### config.mk
export PLATFORM = sky130hd
export DESIGN_NAME = pcc_cache_ctrl
export DESIGN_NICKNAME = d
export VERILOG_FILES = /design/src/inc/pcc_pkg.sv /design/src/hdl/pcc_idle_timer.sv /design/src/hdl/pcc_cache_ctrl.sv
export VERILOG_INCLUDE_DIRS = /design/src /design/src/inc
export SDC_FILE = /design/constraint.sdc
export NUM_CORES = 1
export LEC_CHECK = 0
export BUFFER_PORTS_ARGS = -buffer_cell sky130_fd_sc_hd__buf_4
export CAP_MARGIN = 5
export CORE_ASPECT_RATIO = 1.4
export CORE_MARGIN = 8
export CORE_UTILIZATION = 50
export DETAILED_ROUTE_END_ITERATION = 10
export GPL_TIMING_DRIVEN = 0
export PLACE_DENSITY = 0.7
export SYNTH_ARGS = -nofsm -noshare
export SYNTH_HDL_FRONTEND = slang
export SYNTH_HIERARCHICAL = 1
export SYNTH_SLANG_ARGS = --single-unit
### constraint.sdc
create_clock -name clk_in -period 5.3 [get_ports clk_in]
set_clock_uncertainty 0.05 [all_clocks]
set_input_delay 0.795 -clock clk_in [delete_from_list [all_inputs] [get_ports clk_in]]
set_output_delay 0.795 -clock clk_in [all_outputs]
set_load 0.02 [all_outputs]
### src/inc/pcc_regs.svh
`ifndef PCC_REGS_SVH
`define PCC_REGS_SVH

// =====================================================================
// Register offsets (configuration space byte addresses)
`define PCC_OFS_REQ_LIMITS 8'he8
`define PCC_OFS_XFR_LIMIT 8'hea
`define PCC_OFS_MISS_MIN 8'hec
`define PCC_OFS_DISCARD_CLK 8'hee

// =====================================================================
// Field positions in the request limits register
`define PCC_CNT_MSB 11
`define PCC_CNT_LSB 8
`define PCC_MODE_MSB 7
`define PCC_MODE_LSB 6
`define PCC_LEN_MSB 3
`define PCC_LEN_LSB 0

// =====================================================================
// Reset values
`define PCC_RST_COUNT 4'h4
`define PCC_RST_MODE 2'h1
`define PCC_RST_LENGTH 4'h3
`define PCC_RST_XFR_LIMIT 8'h08
`define PCC_RST_MISS_MIN 12'h07f
`define PCC_RST_DISCARD_CLK 12'h1c0

// =====================================================================
// Sizes and codes
`define PCC_MIN_PREFETCH_BYTES 14'h0040
`define PCC_LEN_LAST_CODE 4'h7

`endif

### src/inc/pcc_pkg.sv
package pcc_pkg;

    typedef enum logic [1:0]
    {
        PCC_MODE_NONE,
        PCC_MODE_LIGHT,
        PCC_MODE_FULL,
        PCC_MODE_RSVD
    } pcc_mode_t;

    typedef enum {PCC_EMPTY, PCC_HOLD} pcc_state_t;

endpackage : pcc_pkg

### src/hdl/pcc_idle_timer.sv
`timescale 1ns/1ps

module pcc_idle_timer #(
    parameter int WIDTH = 12
) (
    input wire logic clk_in,
    input wire logic rst_n_in,
    input wire logic run_in,
    input wire logic clear_in,
    input wire logic tick_in,
    output logic [WIDTH-1:0] count_out
);

    // Refused at elaboration, so a bad width never reaches a netlist
    if (WIDTH < 1 || WIDTH > 16)
    begin : g_bad_width
        $error("pcc_idle_timer: WIDTH out of range");
    end

    wire logic at_max = &count_out;
    wire logic next_step = run_in && tick_in && !at_max;

    // Saturating so a long idle stretch never wraps back under a limit
    always_ff @(posedge clk_in or negedge rst_n_in)
    begin
        if (!rst_n_in)
            count_out <= '0;
        else if (clear_in)
            count_out <= '0;
        else if (next_step)
            count_out <= count_out + 1'b1;
    end

endmodule : pcc_idle_timer

### src/hdl/pcc_cache_ctrl.sv
`timescale 1ns/1ps
`include "pcc_regs.svh"

// What this block does
// - Mode 00: no prefetch; discard leftover data once any has been returned.
// - Mode 01: prefetch; discard leftover data when the master ended it.
// - Modes 01 and 10: keep leftover data when the bridge ended with retry.
// - Mode 10: prefetch and keep leftover data on master end; 11 reserved.
// - Length code 0 gives 64 bytes, doubling up to code 7 for 8 KB.
// - Miss discard only after the programmed cycle starts without a hit.
// - Miss check not triggered before the programmed minimum hit-free clocks.
// - Discard cached data after the programmed hit-free clock count.
// - Bits 5:4 of the request limits register always read as zero.
// - Upper transfer-limit bits 15:8 and timer bits 15:12 read as zero.
// - Fundamental, global and power-on resets all restore the defaults.
// - Count 0 disables auto prefetch, 1 one buffer, 2..F count-1 prefetches.
module pcc_cache_ctrl
    import pcc_pkg::*;
(
    input wire logic clk_in,
    input wire logic resetn_in,
    input wire logic link_fundamental_reset_n_in,
    input wire logic global_reset_input_n_in,
    input wire logic cfg_wr_in,
    input wire logic cfg_rd_in,
    input wire logic [7:0] cfg_addr_in,
    input wire logic [15:0] cfg_wdata_in,
    output logic [15:0] cfg_rdata_out,
    output logic cfg_rvalid_out,
    input wire logic pci_cycle_start_in,
    input wire logic read_hit_in,
    input wire logic xfer_end_in,
    input wire logic end_by_retry_in,
    output logic prefetch_enable_out,
    output logic [13:0] prefetch_bytes_out,
    output logic [3:0] prefetch_reads_out,
    output logic cache_hold_out,
    output logic miss_check_ready_out,
    output logic discard_out
);

    // =================================================================
    // Reset: any of the three sources, released through two flops
    wire logic raw_rst_n = resetn_in && link_fundamental_reset_n_in
        && global_reset_input_n_in;
    logic rst_meta;
    logic rst_n;

    always_ff @(posedge clk_in or negedge raw_rst_n)
    begin
        if (!raw_rst_n)
        begin
            rst_meta <= 1'b0;
            rst_n <= 1'b0;
        end
        else
        begin
            rst_meta <= 1'b1;
            rst_n <= rst_meta;
        end
    end

    // =================================================================
    // Configuration registers
    logic [3:0] prefetch_count_limit;
    pcc_mode_t completion_cache_mode;
    logic [3:0] prefetch_length_limit;
    logic [7:0] idle_cycle_start_limit;
    logic [11:0] miss_check_min;
    logic [11:0] discard_clk_limit;

    function automatic logic [3:0] pcc_decode(input logic [7:0] addr);
        pcc_decode = {addr == `PCC_OFS_DISCARD_CLK,
            addr == `PCC_OFS_MISS_MIN,
            addr == `PCC_OFS_XFR_LIMIT,
            addr == `PCC_OFS_REQ_LIMITS};
    endfunction : pcc_decode

    wire logic [3:0] wr_sel = cfg_wr_in ? pcc_decode(cfg_addr_in) : 4'h0;
    wire logic [3:0] rd_sel = pcc_decode(cfg_addr_in);

    always_ff @(posedge clk_in or negedge rst_n)
    begin
        if (!rst_n)
        begin
            prefetch_count_limit <= `PCC_RST_COUNT;
            completion_cache_mode <= pcc_mode_t'(`PCC_RST_MODE);
            prefetch_length_limit <= `PCC_RST_LENGTH;
            idle_cycle_start_limit <= `PCC_RST_XFR_LIMIT;
            miss_check_min <= `PCC_RST_MISS_MIN;
            discard_clk_limit <= `PCC_RST_DISCARD_CLK;
        end
        else
        begin
            if (wr_sel[0])
            begin
                prefetch_count_limit <=
                    cfg_wdata_in[`PCC_CNT_MSB:`PCC_CNT_LSB];
                completion_cache_mode <=
                    pcc_mode_t'(cfg_wdata_in[`PCC_MODE_MSB:`PCC_MODE_LSB]);
                prefetch_length_limit <=
                    cfg_wdata_in[`PCC_LEN_MSB:`PCC_LEN_LSB];
            end
            if (wr_sel[1])
                idle_cycle_start_limit <= cfg_wdata_in[7:0];
            if (wr_sel[2])
                miss_check_min <= cfg_wdata_in[11:0];
            if (wr_sel[3])
                discard_clk_limit <= cfg_wdata_in[11:0];
        end
    end

    // Reserved fields are never stored, so they read back as zero
    wire logic [15:0] rd_limits = {4'h0, prefetch_count_limit,
        completion_cache_mode, 2'b00, prefetch_length_limit};
    wire logic [15:0] next_rdata =
        rd_sel[0] ? rd_limits :
        rd_sel[1] ? {8'h00, idle_cycle_start_limit} :
        rd_sel[2] ? {4'h0, miss_check_min} :
        rd_sel[3] ? {4'h0, discard_clk_limit} : 16'h0000;

    always_ff @(posedge clk_in or negedge rst_n)
    begin
        if (!rst_n)
        begin
            cfg_rdata_out <= 16'h0000;
            cfg_rvalid_out <= 1'b0;
        end
        else
        begin
            cfg_rdata_out <= cfg_rd_in ? next_rdata : 16'h0000;
            cfg_rvalid_out <= cfg_rd_in;
        end
    end

    // =================================================================
    // Prefetch limits
    wire logic mode_prefetch = completion_cache_mode == PCC_MODE_LIGHT
        || completion_cache_mode == PCC_MODE_FULL;
    // Reserved length codes fall back to the smallest thread size
    wire logic [2:0] len_code = (prefetch_length_limit > `PCC_LEN_LAST_CODE)
        ? 3'h0 : prefetch_length_limit[2:0];
    wire logic [13:0] next_bytes = `PCC_MIN_PREFETCH_BYTES << len_code;
    wire logic [3:0] next_reads = (prefetch_count_limit > 4'h1)
        ? prefetch_count_limit - 4'h1 : 4'h0;
    wire logic next_pf_en = mode_prefetch
        && prefetch_count_limit != 4'h0;

    always_ff @(posedge clk_in or negedge rst_n)
    begin
        if (!rst_n)
        begin
            prefetch_enable_out <= 1'b0;
            prefetch_bytes_out <= 14'h0000;
            prefetch_reads_out <= 4'h0;
        end
        else
        begin
            prefetch_enable_out <= next_pf_en;
            prefetch_bytes_out <= next_bytes;
            prefetch_reads_out <= next_reads;
        end
    end

    // =================================================================
    // Leftover data: keep or discard at the end of a transfer
    pcc_state_t state;
    pcc_state_t next_state;
    logic [7:0] start_count;
    logic [11:0] clk_count;

    // Reserved mode 11 is handled like no caching
    wire logic keep_on_end = end_by_retry_in ? mode_prefetch
        : completion_cache_mode == PCC_MODE_FULL;
    wire logic holding = state == PCC_HOLD;
    wire logic timers_clear = read_hit_in || xfer_end_in || !holding;
    wire logic starts_done = start_count >= idle_cycle_start_limit;
    wire logic next_miss_ok = holding && !timers_clear
        && clk_count >= miss_check_min;
    wire logic miss_discard = next_miss_ok && starts_done;
    wire logic upper_discard = clk_count >= discard_clk_limit;
    wire logic idle_discard = holding && !timers_clear
        && (miss_discard || upper_discard);
    wire logic end_discard = xfer_end_in && !keep_on_end;
    wire logic next_discard = end_discard || idle_discard;

    always_comb
    begin
        next_state = state;
        case (state)
            PCC_EMPTY:
                if (xfer_end_in && keep_on_end)
                    next_state = PCC_HOLD;
            PCC_HOLD:
                if (next_discard)
                    next_state = PCC_EMPTY;
            default:
                next_state = PCC_EMPTY;
        endcase
    end

    always_ff @(posedge clk_in or negedge rst_n)
    begin
        if (!rst_n)
        begin
            state <= PCC_EMPTY;
            cache_hold_out <= 1'b0;
            miss_check_ready_out <= 1'b0;
            discard_out <= 1'b0;
        end
        else
        begin
            state <= next_state;
            cache_hold_out <= next_state == PCC_HOLD;
            miss_check_ready_out <= next_miss_ok;
            discard_out <= next_discard;
        end
    end

    // =================================================================
    // Hit-free counters
    pcc_idle_timer #(.WIDTH(8)) u_start_timer (
        .clk_in(clk_in),
        .rst_n_in(rst_n),
        .run_in(holding),
        .clear_in(timers_clear),
        .tick_in(pci_cycle_start_in),
        .count_out(start_count)
    );

    pcc_idle_timer #(.WIDTH(12)) u_clk_timer (
        .clk_in(clk_in),
        .rst_n_in(rst_n),
        .run_in(holding),
        .clear_in(timers_clear),
        .tick_in(1'b1),
        .count_out(clk_count)
    );

    wire logic rd_limits_req = cfg_rd_in
        && cfg_addr_in == `PCC_OFS_REQ_LIMITS;
    wire logic rd_xfr_req = cfg_rd_in && cfg_addr_in == `PCC_OFS_XFR_LIMIT;
endmodule : pcc_cache_ctrl

==> Word-level counts from Yosys, hierarchy flattened <==
Index checks and enable logic that the tools add are counted.
{ "classes": {"n_mux": 16, "eq_ne": 9, "n_reduce_logical": 28, "order_cmp": 5, "add_sub_neg": 3, "shift": 1} }
{ "ops": {"columns": ["cell", "n"], "rows": [
  ["two-way mux 12 bit", 7],
  ["equality test 32 x 2 -> 1 bit (second input constant)", 2],
  ["two-way mux 32 bit", 2],
  ["one-hot mux 32 bit (2 select lines)", 1],
  ["equality test 32 x 1 -> 1 bit (second input constant)", 1],
  ["equality test 8 bit (second input constant)", 4],
  ["zero test 32 bit", 1],
  ["greater-or-equal comparator 12 bit", 2],
  ["two-way mux 8 bit", 2],
  ["left shift 7 x 3 -> 14 bit (first input constant)", 1],
  ["adder 12 x 1 -> 12 bit (second input constant)", 1],
  ["logical AND 1 bit", 12],
  ["AND reduction 12 bit", 1],
  ["adder 8 x 1 -> 8 bit (second input constant)", 1],
  ["greater-or-equal comparator 8 bit", 1],
  ["two-way mux 4 bit", 2],
  ["AND reduction 8 bit", 1],
  ["zero test 1 bit", 5],
  ["logical OR 1 bit", 5],
  ["> comparator 4 x 1 -> 1 bit (second input constant)", 1],
  ["> comparator 4 x 3 -> 1 bit (second input constant)", 1],
  ["nonzero test 2 bit", 2],
  ["nonzero test 4 bit", 1],
  ["subtractor 4 x 1 -> 4 bit (second input constant)", 1],
  ["other kinds (4)", 4]
]} }
{ "word_totals": {"inputBits": 34, "register_bits": 131, "out_inout_bits": 39} }

==> Depth between registers and ports, before layout <==
Gate-level depths: netlist of run 1.
{ "logic_depth": {"depth_word": 13, "ltp_mapped": 9} }

==> Hierarchy <==
The synthesis of run 1 kept the hierarchy.
{ "by_module_without_submodules": {"columns": ["module", "seq_area_each_um2", "area_per_inst_um2", "instances", "cells_per_inst"], "rows": [
  ["pcc_cache_ctrl", 2646.3, 4785.8, 1, 388],
  ["pcc_idle_timer at u_clk_timer", 300.3, 670.6, 1, 69],
  ["pcc_idle_timer at u_start_timer", 200.2, 503.0, 1, 51]
]} }

==> Worst setup path before layout of run 1 <==
Ideal clock, no wire load.
{ "synth_timing": {"path_type": "flip-flop to flip-flop", "from": "register state[8]", "to": "register u_clk_timer.count_out[7]", "path_buffers": 1, "setup_time_ns": 0.078, "path_stages_with_launch": 10, "arrival_time_ns": 2.306, "required_ns": 5.172, "period_less_slack_ns": 2.434, "slack_ns": 2.866, "path_cell_list": "dfrtp_1 > nor4_1 > nand4_1 > nor2_1 > and2_1 > nand2_1 > or3_1 > buf_2 > or4_1 > a21oi_1"} }
{ "synth_via": {"elab_chain_cells": 4, "word_cells_on_any_way": 6} }
{ "synth_rtl": {"columns": ["element", "line", "text"], "rows": [
  ["from (decl)", "pcc_cache_ctrl.sv:167", "pcc_state_t state;"],
  ["from (signal assigned)", "pcc_cache_ctrl.sv:213", "state <= next_state;"],
  ["equality test 32 x 2 -> 1 bit *", "pcc_cache_ctrl.sv:175", "wire logic holding = state == PCC_HOLD;"],
  ["via holding", "pcc_cache_ctrl.sv:175", null],
  ["zero test 1 bit", "pcc_cache_ctrl.sv:176", "wire logic timers_clear = read_hit_in || xfer_end_in || !holding;"],
  ["logical OR 1 bit", "pcc_cache_ctrl.sv:176", null],
  ["two-way mux 12 bit or nonzero test 2 bit (tied branches)", null, null],
  ["to (signal assigned)", "pcc_idle_timer.sv:31", "count_out <= count_out + 1'b1;"],
  ["to (decl)", "pcc_idle_timer.sv:11", "output logic [WIDTH-1:0] count_out"]
]} }
The timed path passes the listed nets; every way through them passes the cells marked *.
A chain may end at the register's enable or synchronous reset.

==> Worst setup path after layout of run 1 <==
{ "layout_timing": {"from": "register state[16]", "to": "register u_clk_timer.count_out[7]"} }
The elaborated chain is that of the path after synthesis.

==> out/summary.txt, run 1 <==
Leakage: 3.576 nW
post-synthesis sequential area ratio: 0.5280
Post-DP Area: 0.006760 sq mm
Sum Neg Setup Slack: 0 ps
Clock Pin Slew Worst Setup and Hold Paths: 60 ps
CTS resizes: 0
share of synthesized registers carrying an async set or reset: 1.000
global-route wire length before repair: 20930 um
Final Cell Area: 0.007338 sq mm
die extent in y: 145.2 um
post-synthesis simple-gate area fraction: 0.1182
XOR/XNOR Fraction of Synth Area: 0.001470
WP data required: 5580 ps
Final Total Pwr: 2.313 mW
worst-skew pair later-pin latency: 410 ps
Initial Utilization: 0.5092
layout cells sized above 1: 0.2734
cell total after placement: 755
Num CTS Buffers: 17
H-tree levels: 4
ranking of synthesized cells by area: dfrtp_1 46%, ha_1 8.0%, dfstp_2 6.6%
Chip Width: 108.3 um
mux cell area share after synthesis: 0.1130
Max Fclk: 344.4 MHz
R2R setup slack: 2400 ps
WP buf/inv: 1
DP HPWL: 9286 um
Row Count: 47
Post-synth EDFFs: 0
Synth cell types: 64
Ys Warns: 6
max cap viols: 0
syn avg cell area: 11.73 sq um
Gate Count Post-Synth: 508
Final Hold Vio Count: 0
Reg2Reg Depth: 9
CP arrival: 3180 ps
Startpoint Class: flop
Worst setup startpoint: state[16]
Tcrit/Tclk final: 0.5479
Post-Synth Adder-Cell Area: 0.07978
Final Instance Count excl. Fillers: 787
Layout Nets: 699
main combinational cell family by area after synthesis: simple AND/OR/NAND/NOR gates
I/O pin count: 73
Critical Path Sink Type: flop
drc violations: 0
DRT iter0 DRCs: 87
WS Path Type: flop to flop
GP Congestion: 0.8090
critical-path cell list: nor4_1, nand4_1, nor2_1, and2_1, nand2_1, or3_1, buf_2, or4_1, a21oi_1
TritonRoute pass-1 iters: 5
Setup Fix Bufs, Post-CTS: 0
CP max stage cell: or4_1
Reg2Reg Capture Point: u_clk_timer/count_out[7]
Total Routing Usage GR: 0.1683
outcome: finished, final reports clean
Detail Route Antenna Nets: 0
vias in the first global route: 4440
CP delay by family, top: simple AND/OR/NAND/NOR gates
antenna violations before repair: 0
Synth Area in Compound Gates: 0.1039
Crit Path Max Fanout: 8
synthesis-to-finish area growth: 23.14%
unrepaired setup endpoints after global routing: no
reg2reg start: state[16]
fin crit period: 2904 ps
Core Area: 0.01170 sq mm
diode count: 0
port buffer count: 57
vias: 4148
top cell type's share of synthesized area: 0.4619
Hold WS: 243.3 ps
Stages on worst setup path: 9
Max clock buf depth: 2
Min-Delay Path Class: input pin to async pin
routed length per placed instance: 15.88 um
Power Density: 315.2 mW/mm^2
Overflow after GRT: 0
Detailed Route WL: 12500 um
Vias/cell: 5.271
Tightest Pin Transition: 899.5 ps
Worst path max stage delay: 480 ps
Peak VDD IR: 0.3243 mV
synthesized area: 0.005959 sq mm
cts hold-fix bufs: 0
Root Driver: clkbuf_16
die area: 0.01572 sq mm
ys flop type: dfrtp_1
largest net degree at the start of global routing: 70
final-report setup violation count: 0
most area-hungry cell type in the Yosys netlist: dfrtp_1
Synth Register Bits: 125
clk sinks: 125
fin. max-slew vios: 0
max_slew headroom: 0.4003
CTS tree: yes
-- where the power goes --
part           switching, mW  leakage (nW)  internal, mW
Clock                  0.406         0.281         0.711
Combinational         0.0895          1.72        0.0770
Sequential            0.0314          1.57         0.998
-- layer usage --
metal	vias up	GRT usage	wire (um)	share of wire
met5	-	0	0	0
met4	0	0.07354	272	0.022
met3	20	0.05053	728	0.058
met2	98	0.2936	6589	0.53
met1	2017	0.1806	4907	0.39
li1	2013	-	-	-
-- cell families after synthesis --
family | Yosys count
AND/OR/NAND/NOR | 130
flip-flops | 125
AO/OA/AOI/OAI | 89
buffers and inverters | 65
multiplexers | 58
adder cells (fa/ha/maj) | 38
other | 2
XOR/XNOR | 1
-- cells in the mapped netlist, types with 6 or more instances --
master,count
a21o_1,6
a21oi_1,21
a221oi_1,6
a31oi_1,6
buf_4,12
dfrtp_1,110
dfstp_2,15
ha_1,38
inv_1,39
mux2_2,26
mux2_4,12
mux2i_1,20
nand2_1,29
nand2b_1,6
nand4_1,9
nor2_1,29
nor3_1,11
nor4_1,7
o21ai_0,10
-- cells in the final DEF, fill, tap and decap left out, types with 3 or more instances in the layout --
| cell | instances |
|---|---|
| dfrtp_1 | 109 |
| buf_4 | 69 |
| conb_1 | 44 |
| inv_1 | 39 |
| ha_1 | 38 |
| nand2_1 | 29 |
| nor2_1 | 29 |
| mux2_2 | 26 |
| a21oi_1 | 21 |
| mux2i_1 | 20 |
| clkbuf_16 | 17 |
| dfstp_2 | 15 |
| mux2_4 | 12 |
| nor3_1 | 11 |
| o21ai_0 | 10 |
| nand4_1 | 9 |
| nor4_1 | 7 |
| nand2b_1 | 6 |
| a21o_1 | 6 |
| a31oi_1 | 6 |
| a221oi_1 | 6 |
| clkinv_2 | 6 |
| o31ai_1 | 5 |
| and3_1 | 5 |
| nand3_1 | 5 |
| nor2b_1 | 4 |
| buf_2 | 4 |
| clkbuf_1 | 4 |
| buf_6 | 4 |
| o21ai_1 | 4 |
| or4_1 | 4 |
| or3_1 | 4 |
| and2_1 | 3 |
| a211oi_1 | 3 |
| o21bai_1 | 3 |
| o21a_1 | 3 |
| a21boi_0 | 3 |
| buf_1 | 3 |
| clkinvlp_4 | 3 |
-- cell type report --
cell class | instances | area, sq um
fill | 932 | 4364
sequential | 125 | 3151
multi-input combinational | 360 | 2646
clock buffer | 20 | 456.7
timing repair buffer | 58 | 455.4
tap | 147 | 183.9
buffer | 26 | 177.7
inverter | 39 | 146.4
clock inverter | 12 | 121.4
-- how the worst max path moves through the flow --
stage	to	slack (ps)
detailed placement	u_clk_timer/count_out[11]	2370
floorplan	cache_hold_out	1540
CTS	u_clk_timer/count_out[11]	2360
global placement	cfg_rdata_out[10]	400
global route	u_clk_timer/count_out[7]	2120
finish	u_clk_timer/count_out[7]	2400
-- state kept, by name (all words and copies together) (netlist names) --
register and count:
prefetch_bytes_out 8, rst_n 1, prefetch_enable_out 1, cfg_rvalid_out 1
rst_meta 1, miss_check_min 12, discard_clk_limit 12, prefetch_reads_out 4
u_start_timer/count_out 8, cfg_rdata_out 12, idle_cycle_start_limit 8, cache_hold_out 1
prefetch_count_limit 4, prefetch_length_limit 4, miss_check_ready_out 1, discard_out 1
completion_cache_mode 2, u_clk_timer/count_out 12, state 32
-- per-stage QoR --
| step | setup slack, ps | util |
|---|---|---|
| 2_1_floorplan | 1536 | - |
| 3_3_place_gp | 397.0 | 0.5750 |
| 3_5_place_dp | 2374 | 0.5777 |
| 4_1_cts | 2363 | 0.6271 |
| 5_1_grt | 2118 | 0.6271 |
| 6_report | 2396 | 0.6271 |
(Power assumes the default switching activity.)
==> run 2: changes to the inputs <==
--- a/config.mk
+++ b/config.mk
@@ -13,7 +13,7 @@
 export CORE_UTILIZATION = 50
 export DETAILED_ROUTE_END_ITERATION = 10
 export GPL_TIMING_DRIVEN = 0
-export PLACE_DENSITY = 0.7
+export PLACE_DENSITY = 0.73
 export SYNTH_ARGS = -nofsm -noshare
 export SYNTH_HDL_FRONTEND = slang
 export SYNTH_HIERARCHICAL = 1
==> constraint.sdc (replaced) <==
create_clock -name clk_in -period 2.6 [get_ports clk_in]
set_clock_uncertainty 0.05 [all_clocks]
set_input_delay 0.39 -clock clk_in [delete_from_list [all_inputs] [get_ports clk_in]]
set_output_delay 0.39 -clock clk_in [all_outputs]
set_load 0.02 [all_outputs]
==> run 2 against run 1 <==
  * Maximum frequency grew 17%
  * Sequential cell count did not move
  * Cell area up 2.2%
  * Utilization is 1.4 points higher
  * Global-route usage up 0.38 points
  * Total power up 110%
  * Critical endpoint is now u_clk_timer/count_out[11]
  * Largest cell class unchanged
==> out/summary.txt, run 2 (synthesis results as in run 1) <==
Peak VDD IR: 0.4116 mV (was 0.3243 mV)
most frequent cells in the layout: 109 x dfrtp_1, 72 x buf_4, 44 x conb_1 (was 109 x dfrtp_1, 69 x buf_4, 44 x conb_1)
TritonRoute pass-1 iters: 4 (was 5)
Reg2Reg Depth: 9 (unchanged)
DP HPWL: 9339 um (was 9286 um)
I/O pin count: 73 (unchanged)
register name with the most flops: state (unchanged)
Worst path max stage delay: 530 ps (was 480 ps)
Reg2Reg Capture Point: u_clk_timer/count_out[11] (was u_clk_timer/count_out[7])
WS Path Type: flop to flop (unchanged)
outcome: finished, final reports clean (unchanged)
die extent in y: 145.2 um (unchanged)
Worst Setup EP: u_clk_timer/count_out[11] (was u_clk_timer/count_out[7])
final-report setup violation count: 0 (unchanged)
antenna violations before repair: 0 (unchanged)
routed length per placed instance: 16.25 um (was 15.88 um)
clk sinks: 125 (unchanged)
GP Congestion: 0.7948 (was 0.8090)
reg2reg start: state[20] (was state[16])
port buffer count: 57 (unchanged)
Total Routing Usage GR: 0.1721 (was 0.1683)
final core occ: 0.6407 (was 0.6271)
Detail Route Antenna Nets: 0 (unchanged)
unrepaired setup endpoints after global routing: yes (was no)
WP data required: 2890 ps (was 5580 ps)
Overflow after GRT: 0 (unchanged)
Chip Width: 108.3 um (unchanged)
CP max stage cell: or4b_1 (was or4_1)
Clock Pin Slew Worst Setup and Hold Paths: 60 ps (about the same)
origin of the worst min-delay path: cfg_rd_in
R2R setup slack: 110 ps (was 2400 ps)
layout cells sized above 1: 0.2961 (was 0.2734)
Final Hold Vio Count: 0 (unchanged)
Min-Delay Path Class: input pin to flop (was input pin to async pin)
worst-skew pair later-pin latency: 410 ps (about the same)
max reg flops: 32 (unchanged)
Layout Nets: 704 (was 699)
H-tree levels: 4 (unchanged)
Leakage: 3.647 nW (was 3.576 nW)
drc violations: 0 (unchanged)
Power Density: 660.3 mW/mm^2 (was 315.2 mW/mm^2)
CP arrival: 2780 ps (was 3180 ps)
Num CTS Buffers: 17 (unchanged)
CTS tree: yes (unchanged)
diode count: 0 (unchanged)
Vias/cell: 5.343 (was 5.271)
Max Fclk: 401.7 MHz (was 344.4 MHz)
Crit Path Max Fanout: 8 (unchanged)
fin crit period: 2490 ps (was 2904 ps)
most common cell after layout, fill and taps aside: dfrtp_1 (unchanged)
vias: 4232 (was 4148)
die area: 0.01572 sq mm (unchanged)
vias in the first global route: 4450 (was 4440)
global-route wire length before repair: 21310 um (was 20930 um)
synthesis-to-finish area growth: 25.80% (was 23.14%)
max cap viols: 0 (unchanged)
DRT iter0 DRCs: 161 (was 87)
Max clock buf depth: 2 (unchanged)
fin. max-slew vios: 0 (unchanged)
Final Total Pwr: 4.950 mW (was 2.313 mW)
largest net degree at the start of global routing: 71 (was 70)
Row Count: 47 (unchanged)
max_slew headroom: 0.5352 (was 0.4003)
Core Area: 0.01170 sq mm (unchanged)
Detailed Route WL: 12870 um (was 12500 um)
critical-path cell list: nor4_1, nand4_1, nor2_2, and2_4, nand2_4, or3_4, buf_6, or4b_1, a21oi_2 (was nor4_1, nand4_1, nor2_1, and2_1, nand2_1, or3_1, buf_2, or4_1, a21oi_1)
Tightest Pin Transition: 697.3 ps (was 899.5 ps)
Root Driver: clkbuf_16 (unchanged)
Startpoint Class: flop (unchanged)
Initial Utilization: 0.5092 (unchanged)
Worst setup startpoint: state[20] (was state[16])
Tcrit/Tclk final: 0.9576 (was 0.5479)
Critical Path Sink Type: flop (unchanged)
-- run 2: changes by cell type in the layout (fill, tap and decap cells not counted), moves of 3 or more --
cell and change:
nor4_1 -3, a21oi_1 -3, clkinv_2 -4, a21oi_2 +3
buf_4 +3, nor4_2 +3
-- run 2: layer usage --
metal  global-route usage  part of all wire  vias to the layer above
met2               0.2945              0.53                      116
li1                     -                 -                     2017
met5                    0                 0                        -
met3              0.04965             0.056                       32
met1               0.1819              0.39                     2067
met4              0.09759             0.029                        0
-- run 2: worst max-delay path: cells and delay by family (launching register included) --
| family | cells | cell delay (ps) |
|---|---|---|
| buffers and inverters | 1 | 140 |
| and+or+nand+nor | 7 | 1710 |
| DFF | 1 | 370 |
| AOI/OAI and AO/OA | 1 | 130 |
-- run 2: power by group --
part	switching, mW	internal (mW)
registers	0.0621	2.03
clock network	0.871	1.63
logic	0.190	0.159
-- run 2: final cells by class --
| class | instances | area, sq um |
|---|---|---|
| buffer | 26 | 185.2 |
| clock buffer | 19 | 442.9 |
| clock inverter | 13 | 188.9 |
| fill | 916 | 4205 |
| inverter | 39 | 146.4 |
| multi-input combinational | 360 | 2701 |
| sequential | 125 | 3151 |
| tap | 147 | 183.9 |
| timing repair buffer | 63 | 498.0 |
-- run 2: repair_timing --
action / in CTS / in global routing
cloned: 0 / 0
setup buffers: 1 / 2
pin swaps: 3 / 10
gates resized for setup: 7 / 12
hold endpoints to repair: 2 / 0
hold buffers: 2 / 0
setup endpoints to repair: 4 / 4
-- run 2: metrics by stage --
step	hold WS (ps)	setup slack (ps)	area [sq um]	TNS (ps)	cells
global placement	256.5	-240.4	6730	-12680	754
finish	56.63	110.3	7497	0	792
detailed placement	265.4	-338.9	6760	-933.1	755
floorplan	173.0	165.9	6118	0	550
global route	42.22	-48.41	7497	-63.27	792
CTS	42.13	0.8191	7443	0	790
-- run 2: how the worst min path moves through the flow --
stage,endpoint,slack (ps),depth (start not counted)
2_1_floorplan,rst_meta,170,1
3_3_place_gp,rst_meta,260,2
3_5_place_dp,rst_meta,270,2
4_1_cts,cfg_rvalid_out,40,1
5_1_grt,cfg_rvalid_out,40,1
6_report,cfg_rvalid_out,60,1
==> run 3: changes to the inputs <==
--- a/config.mk
+++ b/config.mk
@@ -10,10 +10,10 @@
 export CAP_MARGIN = 5
 export CORE_ASPECT_RATIO = 1.4
 export CORE_MARGIN = 8
-export CORE_UTILIZATION = 50
+export CORE_UTILIZATION = 44
 export DETAILED_ROUTE_END_ITERATION = 10
 export GPL_TIMING_DRIVEN = 0
-export PLACE_DENSITY = 0.73
+export PLACE_DENSITY = 0.66
 export SYNTH_ARGS = -nofsm -noshare
 export SYNTH_HDL_FRONTEND = slang
 export SYNTH_HIERARCHICAL = 1
==> constraint.sdc (replaced) <==
create_clock -name clk_in -period 2.6 [get_ports clk_in]
set_clock_uncertainty 0.05 [all_clocks]
set_input_delay 0.39 -clock clk_in [delete_from_list [all_inputs] [get_ports clk_in]]
set_output_delay 0.39 -clock clk_in [all_outputs]
set_load 0.1 [all_outputs]
==> run 3 against run 2 <==
  * Critical path type unchanged
  * Total power rose by 2.9%
  * Sequential power about the same
  * Maximum frequency decreased by 1.6%
  * Die area up 12%
  * Highest routed layer unchanged
  * Largest power group unchanged
  * Critical endpoint unchanged
  * Critical path depth unchanged
  * Clock-buffer cell count fell by 1
==> out/summary.txt, run 3 (synthesis results as in run 1) <==
most common cell after layout, fill and taps aside: dfrtp_1 (unchanged)
Clk pwr share: 0.491 (was 0.506)
vias in the first global route: 4438 (was 4450)
Flop pwr share: 0.411 (was 0.423)
unrepaired setup endpoints after global routing: yes (unchanged)
Sum Neg Setup Slack: 0 ps (unchanged)
register name with the most flops: state (unchanged)
Tcrit/Tclk final: 0.9734 (was 0.9576)
Num CTS Buffers: 17 (unchanged)
I/O pin count: 73 (unchanged)
Final Cell Area: 0.007531 sq mm (was 0.007497 sq mm)
Overflow after GRT: 0 (unchanged)
WS Path Type: flop to flop (unchanged)
fill cell count: 1115 (was 916)
TritonRoute pass-1 iters: 4 (unchanged)
global-route wire length before repair: 21330 um (was 21310 um)
H-tree levels: 4 (unchanged)
switching share of power: 0.2492 (was 0.2268)
final-report setup violation count: 0 (unchanged)
Power Density: 676.6 mW/mm^2 (was 660.3 mW/mm^2)
clk sinks: 125 (unchanged)
max reg flops: 32 (unchanged)
WP data required: 2880 ps (was 2890 ps)
max_slew headroom: 0.5105 (was 0.5352)
die extent in y: 153.7 um (was 145.2 um)
Final Total Pwr: 5.095 mW (was 4.950 mW)
DR WL met2: 6877 um (was 6818 um)
Chip Width: 114.4 um (was 108.3 um)
outcome: finished, final reports clean (unchanged)
Max clock buf depth: 2 (unchanged)
vias: 4201 (was 4232)
hold path cells: 1 (unchanged)
Detailed Route WL: 12980 um (was 12870 um)
synthesis-to-finish area growth: 26.37% (was 25.80%)
port buffer count: 57 (unchanged)
Peak VDD IR: 0.3694 mV (was 0.4116 mV)
drc violations: 0 (unchanged)
Clock Pin Slew Worst Setup and Hold Paths: 60 ps (about the same)
Pint: 3.825 mW (was 3.827 mW)
die area: 0.01758 sq mm (was 0.01572 sq mm)
Reg2Reg Depth: 9 (unchanged)
Leakage: 3.643 nW (was 3.647 nW)
routed length per placed instance: 15.71 um (was 16.25 um)
Crit Path Max Fanout: 7 (was 8)
worst-skew pair later-pin latency: 410 ps (about the same)
Max Fclk: 395.1 MHz (was 401.7 MHz)
DP HPWL: 9418 um (was 9339 um)
Hold WS: 60.72 ps (was 56.63 ps)
CP arrival: 2810 ps (was 2780 ps)
Critical Path Sink Type: flop (unchanged)
Post-DP Area: 0.006804 sq mm (was 0.006760 sq mm)
Root Driver: clkbuf_16 (unchanged)
Min-Delay Path Class: input pin to flop (unchanged)
Switch Pwr: 1.270 mW (was 1.123 mW)
Layout Nets: 704 (unchanged)
largest net degree at the start of global routing: 71 (unchanged)
Row Count: 50 (was 47)
GP Congestion: 0.7893 (was 0.7948)
Total Routing Usage GR: 0.1532 (was 0.1721)
CTS tree: yes (unchanged)
Core Area: 0.01333 sq mm (was 0.01170 sq mm)
Final Instance Count excl. Fillers: 826 (was 792)
antenna violations before repair: 0 (unchanged)
met3 wire len: 628 um (was 723 um)
Initial Utilization: 0.4472 (was 0.5092)
Vias/cell: 5.086 (was 5.343)
max cap viols: 0 (unchanged)
Tightest Pin Transition: 734.2 ps (was 697.3 ps)
cell total after placement: 790 (was 755)
Final Hold Vio Count: 0 (unchanged)
highest routing layer actually used: met4 (unchanged)
combinational share of power: 0.097 (was 0.070)
layout cells sized above 1: 0.2935 (was 0.2961)
diode count: 0 (unchanged)
Detail Route Antenna Nets: 0 (unchanged)
fin crit period: 2531 ps (was 2490 ps)
fin. max-slew vios: 0 (unchanged)
Startpoint Class: flop (unchanged)
Metal-1 WL: 5259 um (was 4955 um)
most frequent cells in the layout: 109 x dfrtp_1, 72 x buf_4, 44 x conb_1 (unchanged)
DRT iter0 DRCs: 284 (was 161)
## run 3: final cells by class
type | count | area, sq um | share of cell area
flip-flops and latches | 125 | 3151 | 0.4183
repair buffers | 63 | 498.0 | 0.06612
multi-input cells | 360 | 2695 | 0.3579
well taps | 182 | 227.7 | 0.03024
clock inverters | 13 | 188.9 | 0.02509
inverters | 39 | 146.4 | 0.01944
clock buffers | 18 | 439.2 | 0.05832
plain buffers | 26 | 185.2 | 0.02459
## run 3: routing by layer
metal	track usage	up-vias
met2	0.2767	89
li1	-	2019
met1	0.1646	2073
met3	0.04234	20
met4	0.05792	0
met5	0	-
## run 3: repair_timing
action | 4_1_cts | 5_1_grt
setup buffers | 1 | 2
cloned | 0 | 0
setup endpoints to repair | 5 | 4
pin swaps | 3 | 9
hold buffers | 2 | 0
resized for setup | 6 | 12
endpoints found under the hold margin | 2 | 0
## run 3: power groups by stage
stage | Sequential (mW) | Combinational (mW) | Clock [mW]
2_1_floorplan | 2.24 | 0.237 | 0
3_3_place_gp | 2.14 | 0.457 | 0
3_5_place_dp | 2.13 | 0.492 | 0
4_1_cts | 2.09 | 0.497 | 2.56
5_1_grt | 2.11 | 0.533 | 2.65
6_report | 2.10 | 0.497 | 2.50
## run 3: path summary, 6_finish.rpt
| path | start | to | slack, ps |
|---|---|---|---|
| worst max-delay path | state[8] | u_clk_timer/count_out[11] | 70 |
| worst min-delay path | cfg_rd_in | cfg_rvalid_out | 60 |
| worst max register to register | state[8] | u_clk_timer/count_out[11] | 70 |
| worst min register to register | rst_meta | rst_n | 300 |
| max in group asynchronous | rst_n | discard_clk_limit[6] | 1340 |
| min in group asynchronous | rst_n | state[8] | 340 |
## run 3: stage by stage
step / setup slack [ps] / utilization
finish: 69.18 / 0.5652
global route: -36.47 / 0.5652
CTS: 10.72 / 0.5613
detailed placement: -316.0 / 0.5106
global placement: -296.6 / 0.5084
floorplan: 165.9 / -
## run 3: worst max-delay path, cell delays in order, from the launching register on
cell	delay (ps)
dfrtp_1	370
nor4_2	300
nand4_1	190
nor2_2	180
and2_4	190
nand2_4	50
or3_4	330
buf_6	140
or4b_1	530
a21oi_1	140
